`config.mk`:
```
export PLATFORM = sky130hd
export DESIGN_NAME = sgc_ctrl
export DESIGN_NICKNAME = d
export VERILOG_FILES = /design/src/rtl/sgc_pkg.sv /design/src/rtl/sgc_settle_cnt.sv /design/src/rtl/sgc_gate_map.sv /design/src/rtl/sgc_ctrl.sv
export SDC_FILE = /design/constraint.sdc
export NUM_CORES = 1
export LEC_CHECK = 0
export BUFFER_PORTS_ARGS = -buffer_cell sky130_fd_sc_hd__buf_2
export CORE_MARGIN = 3
export CORE_UTILIZATION = 55
export DETAILED_ROUTE_END_ITERATION = 12
export PLACE_DENSITY_LB_ADDON = 0.05
export SLEW_MARGIN = 5
export SYNTH_ARGS = -nofsm -noshare
export SYNTH_HDL_FRONTEND = slang
export SYNTH_HIERARCHICAL = 1
export SYNTH_SLANG_ARGS = --single-unit
export TNS_END_PERCENT = 5
```
`constraint.sdc`:
```
create_clock -name clock -period 3.1 [get_ports clock]
set_input_delay 0.465 -clock clock [delete_from_list [all_inputs] [get_ports clock]]
set_output_delay 0.465 -clock clock [all_outputs]
set_load 0.05 [all_outputs]
```
`src/rtl/sgc_pkg.sv`:
```
// package: register map, fields, reset values, states and timing
package sgc_pkg;

  // ==========================================================
  // register byte addresses
  localparam logic [7:0] ADR_PSMODE  = 8'h00; // power_save_mode_select
  localparam logic [7:0] ADR_SETTLE  = 8'h04; // stabilization_time_select
  localparam logic [7:0] ADR_PSCTL   = 8'h08; // power_save_control
  localparam logic [7:0] ADR_PROCCLK = 8'h0C; // processor_clock_control
  localparam logic [7:0] ADR_STATUS  = 8'h10; // read-only state view
  localparam logic [7:0] ADR_PLLCFG  = 8'h14; // multiplier select

  // ==========================================================
  // reset values
  localparam logic [7:0] RST_PSMODE  = 8'h00;
  localparam logic [7:0] RST_SETTLE  = 8'h01;
  localparam logic [7:0] RST_PSCTL   = 8'h00;
  localparam logic [7:0] RST_PROCCLK = 8'h00;
  localparam logic [7:0] RST_PLLCFG  = 8'h00;

  // ==========================================================
  // field positions
  localparam int STOP_SEL_BIT   = 0; // 0 idle, 1 software stop
  localparam int SETTLE_SEL_BIT = 0; // 0 short wait, 1 long wait
  localparam int STBY_REQ_BIT   = 1; // standby_request
  localparam int INT_DIS_BIT    = 4; // maskable release disable
  localparam int NMI_DIS_BIT    = 5; // nmi release disable
  localparam int FB_DIS_BIT     = 5; // feedback_resistor_disable
  localparam int BIT_VAL_POS    = 3; // value bit in a 1-bit write

  // ==========================================================
  // timing: wait in oscillator periods, oscillator periods per counter tick
  localparam int SHORT_OSC_PER  = 2 ** 14;
  localparam int LONG_OSC_PER   = 2 ** 16;
  localparam int PER_PER_CYCLE  = 1;
  localparam int SHORT_CYC      =
    (SHORT_OSC_PER + PER_PER_CYCLE - 1) / PER_PER_CYCLE;
  localparam int LONG_CYC       =
    (LONG_OSC_PER + PER_PER_CYCLE - 1) / PER_PER_CYCLE;
  localparam int CNT_W          = 17;

  // ==========================================================
  // operating modes, one-hot
  typedef enum logic [5:0] {
    ST_NORMAL   = 6'h01,
    ST_HALT     = 6'h02,
    ST_IDLE     = 6'h04,
    ST_STOP     = 6'h08,
    ST_WAIT_OSC = 6'h10,
    ST_SETTLE   = 6'h20
  } sgc_state_t;

endpackage

```
`src/rtl/sgc_settle_cnt.sv`:
```
// module: oscillation stabilisation down-counter
`timescale 1ns/1ps
module sgc_settle_cnt #(
  parameter int CNT_W     = 17,
  parameter int SHORT_CYC = 16384,
  parameter int LONG_CYC  = 65536
) (
  input  wire logic clock,
  input  wire logic sys_rst,
  input  wire logic load,
  input  wire logic long_sel,
  output logic      done
);

  // ==========================================================
  // counter
  logic [CNT_W-1:0] cnt_r; // remaining cycles minus one
  logic [CNT_W-1:0] cnt_nxt;
  logic [CNT_W-1:0] len_m1; // selected length minus one

  // select wait length
  assign len_m1  = long_sel ? CNT_W'(LONG_CYC - 1)
                            : CNT_W'(SHORT_CYC - 1);
  // load wins, else count down to zero and rest there
  assign cnt_nxt = load ? len_m1
                 : (cnt_r != '0) ? cnt_r - 1'b1 : cnt_r;
  // zero means wait over; only looked at while settling
  assign done    = (cnt_r == '0);

  // count register
  always_ff @(posedge clock) begin
    if (sys_rst) begin
      cnt_r <= '0;
    end else begin
      cnt_r <= cnt_nxt;
    end
  end

endmodule

```
`src/rtl/sgc_gate_map.sv`:
```
// module: clock enables for each operating mode
`timescale 1ns/1ps
module sgc_gate_map (
  input  wire sgc_pkg::sgc_state_t state,
  input  wire logic                clk_through,
  input  wire logic                fb_dis,
  output logic                     osc_en,
  output logic                     pll_en,
  output logic                     sys_en,
  output logic                     per_en,
  output logic                     cpu_en,
  output logic                     wdt_en
);
  import sgc_pkg::*;

  // ==========================================================
  // decode
  logic amp_on; // oscillator amplifier only for a resonator
  logic pll_on; // pll only outside clock-through mode

  assign amp_on = ~fb_dis;
  assign pll_on = ~clk_through;

  // one row per mode
  always_comb begin
    {osc_en, pll_en, sys_en, per_en, cpu_en, wdt_en} = 6'h00;
    case (state)
      ST_NORMAL: begin
        {osc_en, pll_en} = {amp_on, pll_on};
        {sys_en, per_en, cpu_en, wdt_en} = 4'hF;
      end
      ST_HALT: begin // cpu clock only stops
        {osc_en, pll_en} = {amp_on, pll_on};
        {sys_en, per_en, wdt_en} = 3'h7;
      end
      ST_IDLE: begin // source clocks only
        {osc_en, pll_en} = {amp_on, pll_on};
      end
      ST_WAIT_OSC, ST_SETTLE: begin // watchdog runs while settling
        {osc_en, pll_en} = {amp_on, pll_on};
        wdt_en = 1'b1;
      end
      default: begin // stop: everything off
        osc_en = 1'b0;
      end
    endcase
  end

endmodule

```
`src/rtl/sgc_ctrl.sv`:
```
// module: standby mode sequencing and clock gating control
//
// Summary of operation
// - stop_select 0 idle, 1 software stop
// - stop_select only acts with standby_request set
// - mode register resets zero; upper bits stay zero
// - mode register takes byte and bit accesses
// - settle select register resets to 0x01
// - settle select register is byte access only
// - settle select 0 short, 1 long wait
// - wait follows interrupt release from stop
// - counting starts once oscillation is running
// - reset ends stop without any wait count
// - halt, idle and stop gate their clocks
// - settling runs watchdog and sources only
// - reset gates clocks by pll or through
// - wait also applies with external clock
// - multiplier or clock-through drives operating clock
//
// The register addresses and the address-and-strobe port were chosen for this implementation.
`timescale 1ns/1ps
module sgc_ctrl #(
  parameter int SHORT_CYC = sgc_pkg::SHORT_CYC,
  parameter int LONG_CYC  = sgc_pkg::LONG_CYC
) (
  input  wire logic       clock,
  input  wire logic       sys_rst,
  input  wire logic [7:0] reg_addr,
  input  wire logic [7:0] reg_wdata,
  input  wire logic       reg_wr,
  input  wire logic       reg_rd,
  input  wire logic       reg_bit,
  output logic      [7:0] reg_rdata,
  input  wire logic       halt_req,
  input  wire logic       int_req,
  input  wire logic       nmi_req,
  input  wire logic       osc_stable_pin,
  input  wire logic       clock_through_pin,
  output logic            osc_en,
  output logic            pll_en,
  output logic            sysclk_en,
  output logic            periph_en,
  output logic            cpu_en,
  output logic            wdt_en,
  output logic            core_hold,
  output logic      [1:0] pll_mult,
  output logic      [1:0] cpu_div,
  output logic            clock_through,
  output logic            feedback_resistor_disable
);
  import sgc_pkg::*;

  // ==========================================================
  // byte update for 8-bit or 1-bit writes
  // a 1-bit write names the bit in wdata[2:0], value in wdata[3]
  function automatic logic [7:0] bit_merge(
    input logic [7:0] old,
    input logic [7:0] wdata,
    input logic       bit_mode
  );
    logic [7:0] res;
    res = old;
    if (bit_mode) begin
      res[wdata[2:0]] = wdata[BIT_VAL_POS];
    end else begin
      res = wdata;
    end
    return res;
  endfunction

  // ==========================================================
  // pin synchronisers
  logic ct_s1_r;   // clock-through pin, first stage
  logic ct_s2_r;   // clock-through pin, second stage
  logic os_s1_r;   // oscillation running, first stage
  logic os_s2_r;   // oscillation running, second stage
  logic ct_mode_r; // strap caught while reset is held

  // two flops per pin; not reset, they just follow the pins
  always_ff @(posedge clock) begin
    ct_s1_r <= clock_through_pin;
    ct_s2_r <= ct_s1_r;
    os_s1_r <= osc_stable_pin;
    os_s2_r <= os_s1_r;
  end

  // mode strap: pin must be fixed during reset, so sample then
  always_ff @(posedge clock) begin
    if (sys_rst) begin
      ct_mode_r <= ct_s2_r;
    end
  end

  // ==========================================================
  // register state
  logic       stop_sel_r;   // stop_select
  logic       settle_sel_r; // settle_time_select
  logic       stby_req_r;   // standby_request
  logic       int_dis_r;    // maskable release disabled
  logic       nmi_dis_r;    // nmi release disabled
  logic       fb_dis_r;     // feedback_resistor_disable
  logic [1:0] cpu_div_r;    // cpu clock divide select
  logic [1:0] pll_mult_r;   // 1.25 / 2.5 / 5 / 10
  logic [7:0] rdata_r;      // read answer
  sgc_state_t state_r;
  sgc_state_t state_nxt;

  // ==========================================================
  // address decode
  logic       wr_psmode;
  logic       wr_settle;
  logic       wr_psctl;
  logic       wr_procclk;
  logic       wr_pllcfg;
  logic [7:0] psmode_rd;  // reserved bits read zero
  logic [7:0] settle_rd;
  logic [7:0] psctl_rd;
  logic [7:0] procclk_rd;
  logic [7:0] status_rd;
  logic [7:0] pllcfg_rd;
  logic [7:0] psmode_new;
  logic [7:0] psctl_new;
  logic [7:0] procclk_new;
  logic [7:0] rd_mux;

  assign wr_psmode  = reg_wr && (reg_addr == ADR_PSMODE);
  // byte access only: a 1-bit write is dropped
  assign wr_settle  = reg_wr && !reg_bit &&
                      (reg_addr == ADR_SETTLE);
  assign wr_psctl   = reg_wr && (reg_addr == ADR_PSCTL);
  assign wr_procclk = reg_wr && (reg_addr == ADR_PROCCLK);
  assign wr_pllcfg  = reg_wr && !reg_bit && (reg_addr == ADR_PLLCFG);

  // read views
  assign psmode_rd  = {7'h00, stop_sel_r};
  assign settle_rd  = {7'h00, settle_sel_r};
  assign psctl_rd   = {2'h0, nmi_dis_r, int_dis_r, 2'h0,
                       stby_req_r, 1'b0};
  assign procclk_rd = {2'h0, fb_dis_r, 3'h0, cpu_div_r};
  assign status_rd  = {os_s2_r, ct_mode_r, state_r};
  assign pllcfg_rd  = {6'h00, pll_mult_r};

  // new byte for a write, whole byte or single bit
  assign psmode_new  = bit_merge(psmode_rd, reg_wdata,
                                 reg_bit);
  assign psctl_new   = bit_merge(psctl_rd, reg_wdata, reg_bit);
  assign procclk_new = bit_merge(procclk_rd, reg_wdata, reg_bit);

  // read mux; unmapped addresses read zero
  assign rd_mux = (reg_addr == ADR_PSMODE)  ? psmode_rd  :
                  (reg_addr == ADR_SETTLE)  ? settle_rd  :
                  (reg_addr == ADR_PSCTL)   ? psctl_rd   :
                  (reg_addr == ADR_PROCCLK) ? procclk_rd :
                  (reg_addr == ADR_STATUS)  ? status_rd  :
                  (reg_addr == ADR_PLLCFG)  ? pllcfg_rd  : 8'h00;

  // ==========================================================
  // register writes
  // mode register: only bit 0 is stored, so 1..7 stay zero
  always_ff @(posedge clock) begin
    if (sys_rst) begin
      stop_sel_r <= RST_PSMODE[STOP_SEL_BIT];
    end else if (wr_psmode) begin
      stop_sel_r <= psmode_new[STOP_SEL_BIT];
    end
  end

  // settle select: long wait after reset
  always_ff @(posedge clock) begin
    if (sys_rst) begin
      settle_sel_r <= RST_SETTLE[SETTLE_SEL_BIT];
    end else if (wr_settle) begin
      settle_sel_r <= reg_wdata[SETTLE_SEL_BIT];
    end
  end

  // release event and standby request clear
  logic release_evt; // enabled wake-up source present
  logic stby_clr;    // hardware clears request on wake

  assign release_evt = (int_req && !int_dis_r) ||
                       (nmi_req && !nmi_dis_r);
  assign stby_clr    = ((state_r == ST_IDLE) ||
                        (state_r == ST_STOP)) && release_evt;

  // power save control; a software write beats the wake clear
  always_ff @(posedge clock) begin
    if (sys_rst) begin
      stby_req_r <= RST_PSCTL[STBY_REQ_BIT];
      int_dis_r  <= RST_PSCTL[INT_DIS_BIT];
      nmi_dis_r  <= RST_PSCTL[NMI_DIS_BIT];
    end else if (wr_psctl) begin
      stby_req_r <= psctl_new[STBY_REQ_BIT];
      int_dis_r  <= psctl_new[INT_DIS_BIT];
      nmi_dis_r  <= psctl_new[NMI_DIS_BIT];
    end else if (stby_clr) begin
      stby_req_r <= 1'b0;
    end
  end

  // processor clock control and multiplier select
  always_ff @(posedge clock) begin
    if (sys_rst) begin
      fb_dis_r   <= RST_PROCCLK[FB_DIS_BIT];
      cpu_div_r  <= RST_PROCCLK[1:0];
      pll_mult_r <= RST_PLLCFG[1:0];
    end else begin
      if (wr_procclk) begin
        fb_dis_r  <= procclk_new[FB_DIS_BIT];
        cpu_div_r <= procclk_new[1:0];
      end
      if (wr_pllcfg) begin
        pll_mult_r <= reg_wdata[1:0];
      end
    end
  end

  // read data stands one cycle after the strobe only
  always_ff @(posedge clock) begin
    if (sys_rst) begin
      rdata_r <= 8'h00;
    end else begin
      rdata_r <= reg_rd ? rd_mux : 8'h00;
    end
  end

  // ==========================================================
  // mode sequencer
  logic load_settle; // start the wait counter
  logic settle_done; // wait counter at zero

  // next mode
  always_comb begin
    state_nxt   = state_r;
    load_settle = 1'b0;
    case (state_r)
      ST_NORMAL: begin
        // stop_select is read only on a standby request
        if (stby_req_r) begin
          state_nxt = stop_sel_r ? ST_STOP : ST_IDLE;
        end else if (halt_req) begin
          state_nxt = ST_HALT;
        end
      end
      ST_HALT: begin
        if (!halt_req || release_evt) begin
          state_nxt = ST_NORMAL;
        end
      end
      ST_IDLE: begin
        if (release_evt) begin
          state_nxt = ST_NORMAL;
        end
      end
      ST_STOP: begin
        // wait always inserted, resonator or external clock
        if (release_evt) begin
          state_nxt = ST_WAIT_OSC;
        end
      end
      ST_WAIT_OSC: begin
        // start-up delay of the oscillator is not counted
        if (os_s2_r) begin
          state_nxt   = ST_SETTLE;
          load_settle = 1'b1;
        end
      end
      ST_SETTLE: begin
        if (settle_done) begin
          state_nxt = ST_NORMAL;
        end
      end
      default: begin
        state_nxt = ST_NORMAL;
      end
    endcase
  end

  // mode register; reset leaves stop with no count
  always_ff @(posedge clock) begin
    if (sys_rst) begin
      state_r <= ST_NORMAL;
    end else begin
      state_r <= state_nxt;
    end
  end

  // wait counter, length from settle select
  sgc_settle_cnt #(
    .CNT_W     (CNT_W),
    .SHORT_CYC (SHORT_CYC),
    .LONG_CYC  (LONG_CYC)
  ) u_settle (
    .clock    (clock),
    .sys_rst  (sys_rst),
    .load     (load_settle),
    .long_sel (settle_sel_r),
    .done     (settle_done)
  );

  // ==========================================================
  // clock gating
  logic map_osc;
  logic map_pll;
  logic map_sys;
  logic map_per;
  logic map_cpu;
  logic map_wdt;

  // per-mode enable table
  sgc_gate_map u_map (
    .state       (state_r),
    .clk_through (ct_mode_r),
    .fb_dis      (fb_dis_r),
    .osc_en      (map_osc),
    .pll_en      (map_pll),
    .sys_en      (map_sys),
    .per_en      (map_per),
    .cpu_en      (map_cpu),
    .wdt_en      (map_wdt)
  );

  logic osc_en_r;
  logic pll_en_r;
  logic sys_en_r;
  logic per_en_r;
  logic cpu_en_r;
  logic wdt_en_r;
  logic hold_r; // cpu and peripherals held in reset

  // enables registered so outputs are glitch free
  always_ff @(posedge clock) begin
    if (sys_rst) begin
      // through mode: clocks run, logic held; pll mode: oscillator only
      osc_en_r <= ~ct_s2_r;
      pll_en_r <= 1'b0;
      sys_en_r <= ct_s2_r;
      per_en_r <= ct_s2_r;
      cpu_en_r <= ct_s2_r;
      wdt_en_r <= ct_s2_r;
      hold_r   <= 1'b1;
    end else begin
      osc_en_r <= map_osc;
      pll_en_r <= map_pll;
      sys_en_r <= map_sys;
      per_en_r <= map_per;
      cpu_en_r <= map_cpu;
      wdt_en_r <= map_wdt;
      hold_r   <= 1'b0;
    end
  end

  // ==========================================================
  // outputs
  assign reg_rdata                 = rdata_r;
  assign osc_en                    = osc_en_r;
  assign pll_en                    = pll_en_r;
  assign sysclk_en                 = sys_en_r;
  assign periph_en                 = per_en_r;
  assign cpu_en                    = cpu_en_r;
  assign wdt_en                    = wdt_en_r;
  assign core_hold                 = hold_r;
  assign pll_mult                  = pll_mult_r;
  assign cpu_div                   = cpu_div_r;
  assign clock_through             = ct_mode_r;
  assign feedback_resistor_disable = fb_dis_r;

  // cycles spent settling, for the length check
  logic [CNT_W-1:0] settle_len_h;
  always_ff @(posedge clock) begin
    if (sys_rst || state_r != ST_SETTLE) begin
      settle_len_h <= '0;
    end else begin
      settle_len_h <= settle_len_h + 1'b1;
    end
  end
endmodule

```
==> metrics.txt <==
outcome=finished clean; P&R area growth vs syn=12.6%; First-pass DRT Iterations=4; largest net degree at the start of global routing=39; CTS tree=done; Slew Viols, Final=0; fmax=391 MHz; via count=between 2k and 2.5k; # diodes=0; max-cap viol count=0; type of origin of the critical path=flop; Syn. warnings=6; Period minus WS final=2.56 ns; full die area=5600 sq um; Vias/cell=5.74; Post-CTS Resized=0; Crit path max-delay family=simple AND/OR/NAND/NOR gates; Leak=about 1.2 nW; Peak VDD IR=just under 0.0007 V; root buf cell=clkbuf_8; Least-Margin Pin Slew=0.774 ns; Avg WL per Cell=around 14 um; placed cells=384; cell count after synthesis=298; Synth area leaders=dfxtp_1 40%, a21oi_1 4.6%, mux2i_1 4.2%; overall routing resource usage=a little over a fifth; Non-Filler Instances=392; Post-synth top cells=52 x dfxtp_1, 24 x a21oi_1; Worst-path clk slew=0.09 ns; EDFF count, synth=1; Starting Density=between 50 and 60%; fin crit share=82.6%; # setup viols final=0; Synth top area share=40.0%; crit path capture type=flop; worst skew pair latency=0.30 ns; cell taking the most area after synthesis=dfxtp_1; pwr/cell area=between 700 and 800 nW/um^2; syn nets=between 300 and 400; Distinct cells, synth=61; synthesized area per cell=about 8.7 sq um; CTS sink count=53; IO Pins=47; drt initial violations=161; Std-Cell Rows=24; Largest stage delay, worst path=0.45 ns; Post-CTS Setup Repair Bufs=0; Antenna Violating Nets Remaining=0; slowest CP cell=or4_1; dominant synthesized flop cell=dfxtp_1; design area=2930 sq um; Fin Hold WS=0.267 ns; GPL Wtd Cong=0.855; detailed placement HPWL=approximately 4000 um; Worst Skew=0.00584 ns; Mapped Area=2600 sq um; WP data required=3.30 ns; Max Root-Sink Buffers=2; Area after DPL=2840 sq um; share of cells above drive strength 1=approximately 22%; Final Hold Viols=0; CTS H-tree lvls=2; hold buffers post-CTS=0; core area=about 4500 sq um; post-synthesis sequential area ratio=41.1%; antenna violations before repair=0; count leader, synth=dfxtp_1; Max-slew headroom=47.9%; Final Net Count=roughly 370; die width=74.8 um; WS Path Type=reg -> reg; setup_tns=0 ns; DRC Markers=0; CTS buffer count=5; RSZ-0062 raised after global routing=no; vias in the first global route=1,957; worst path cell trace=inv_1 > ha_1 > nand3_2 > nand2b_1 > inv_2 > or3_1 > or4_1 > o311a_1 > nand2_2 > mux2_4; Critical Path AT=approximately 2.8 ns; drt total wl=5620 um; crit-path max FO=7; IO Port Bufs=44; CP Buf/Inv Count=2; Async SR Flop Fraction=0%; Hold Crit Class=in -> reg; final core utilization=65.6%; first-pass GRT wire length=9110 um; die height=around 75 um; grt ovf=0; Yosys reg bits=53
cell type report:
cell class                 count  area [sq um]
multi-input combinational    211          1390
tap                           52          65.1
inverter                      22          82.6
fill                         391          1540
timing repair buffer          46           235
clock inverter                 1          7.51
clock buffer                   7          86.3
sequential                    53          1070
registers in the layout (all words and copies together), names as in the netlist, 2 cells and up:
signal and count:
cpu_div 2, pll_mult 2, reg_rdata 8, state_r 6, u_settle/cnt_r 17
routing by layer:
| layer | part of all wire (%) | up-vias | GRT usage [%] |
|---|---|---|---|
| li1 | - | 1144 | - |
| met1 | 48 | 1040 | 28.9 |
| met2 | 46 | 61 | 32.3 |
| met4 | 0.78 | 0 | 6.92 |
| met3 | 5.2 | 4 | 4.41 |
| met5 | 0 | - | 0 |
report_power, final:
part,total [W],switching [W],internal [W]
clock,0.000399,0.000217,0.000182
combinational,0.00100,0.000574,0.000427
sequential,0.000918,0.000127,0.000791
total,0.00232,0.000918,0.00140
cells by family (layout without fill, tap and decap cells):
kind of cell               after synthesis  after routing  synth area share, %
AOI/OAI and AO/OA                       70             70                 16.6
muxes                                   12             12                 4.80
DFF                                     53             53                 41.1
and+or+nand+nor                        113            113                 26.3
xor gates and xnor gates                15             15                 5.04
adders and majority gates                1              1                0.480
buffers and inverters                   34             76                 5.67
stage by stage:
| step | setup slack (ns) | power, W |
|---|---|---|
| 6_report | 0.541 | 0.00232 |
| 5_1_grt | 0.396 | 0.00249 |
| 4_1_cts | 0.541 | 0.00233 |
| 3_5_place_dp | 0.560 | 0.00193 |
| 3_3_place_gp | 0.617 | 0.00190 |
| 2_1_floorplan | 0.645 | 0.00175 |
path summary, 6_finish.rpt:
check                                 startpoint                 endpoint  slack [ns]  depth (start not counted)
setup / recovery  u_settle/cnt_r[0]$_SDFFE_PP0P_  state_r[1]$_SDFFE_PP0P_        0.54                         10
hold reg to reg                  ct_s1_r$_DFF_P_          ct_s2_r$_DFF_P_        0.33                          0
setup reg to reg  u_settle/cnt_r[0]$_SDFFE_PP0P_  state_r[1]$_SDFFE_PP0P_        0.54                         10
hold / removal                 clock_through_pin          ct_s1_r$_DFF_P_        0.27                          1
cells in the final DEF, fill, tap and decap left out, drive strengths merged, types with 3 or more instances in the layout:
| cell | count |
|---|---|
| nor2 | 20 |
| nor2b | 7 |
| mux2i | 11 |
| clkbuf | 7 |
| inv | 21 |
| and2 | 5 |
| nand3 | 10 |
| buf | 46 |
| xor2 | 10 |
| a21oi | 24 |
| nor3 | 13 |
| nand4 | 3 |
| o211ai | 5 |
| or4 | 4 |
| xnor2 | 5 |
| nand2 | 21 |
| a211oi | 5 |
| or2 | 3 |
| o21ai | 23 |
| nor4b | 3 |
| nor4 | 9 |
| dfxtp | 52 |
| nand2b | 4 |
Note: power is estimated with default switching activity, not from simulation.
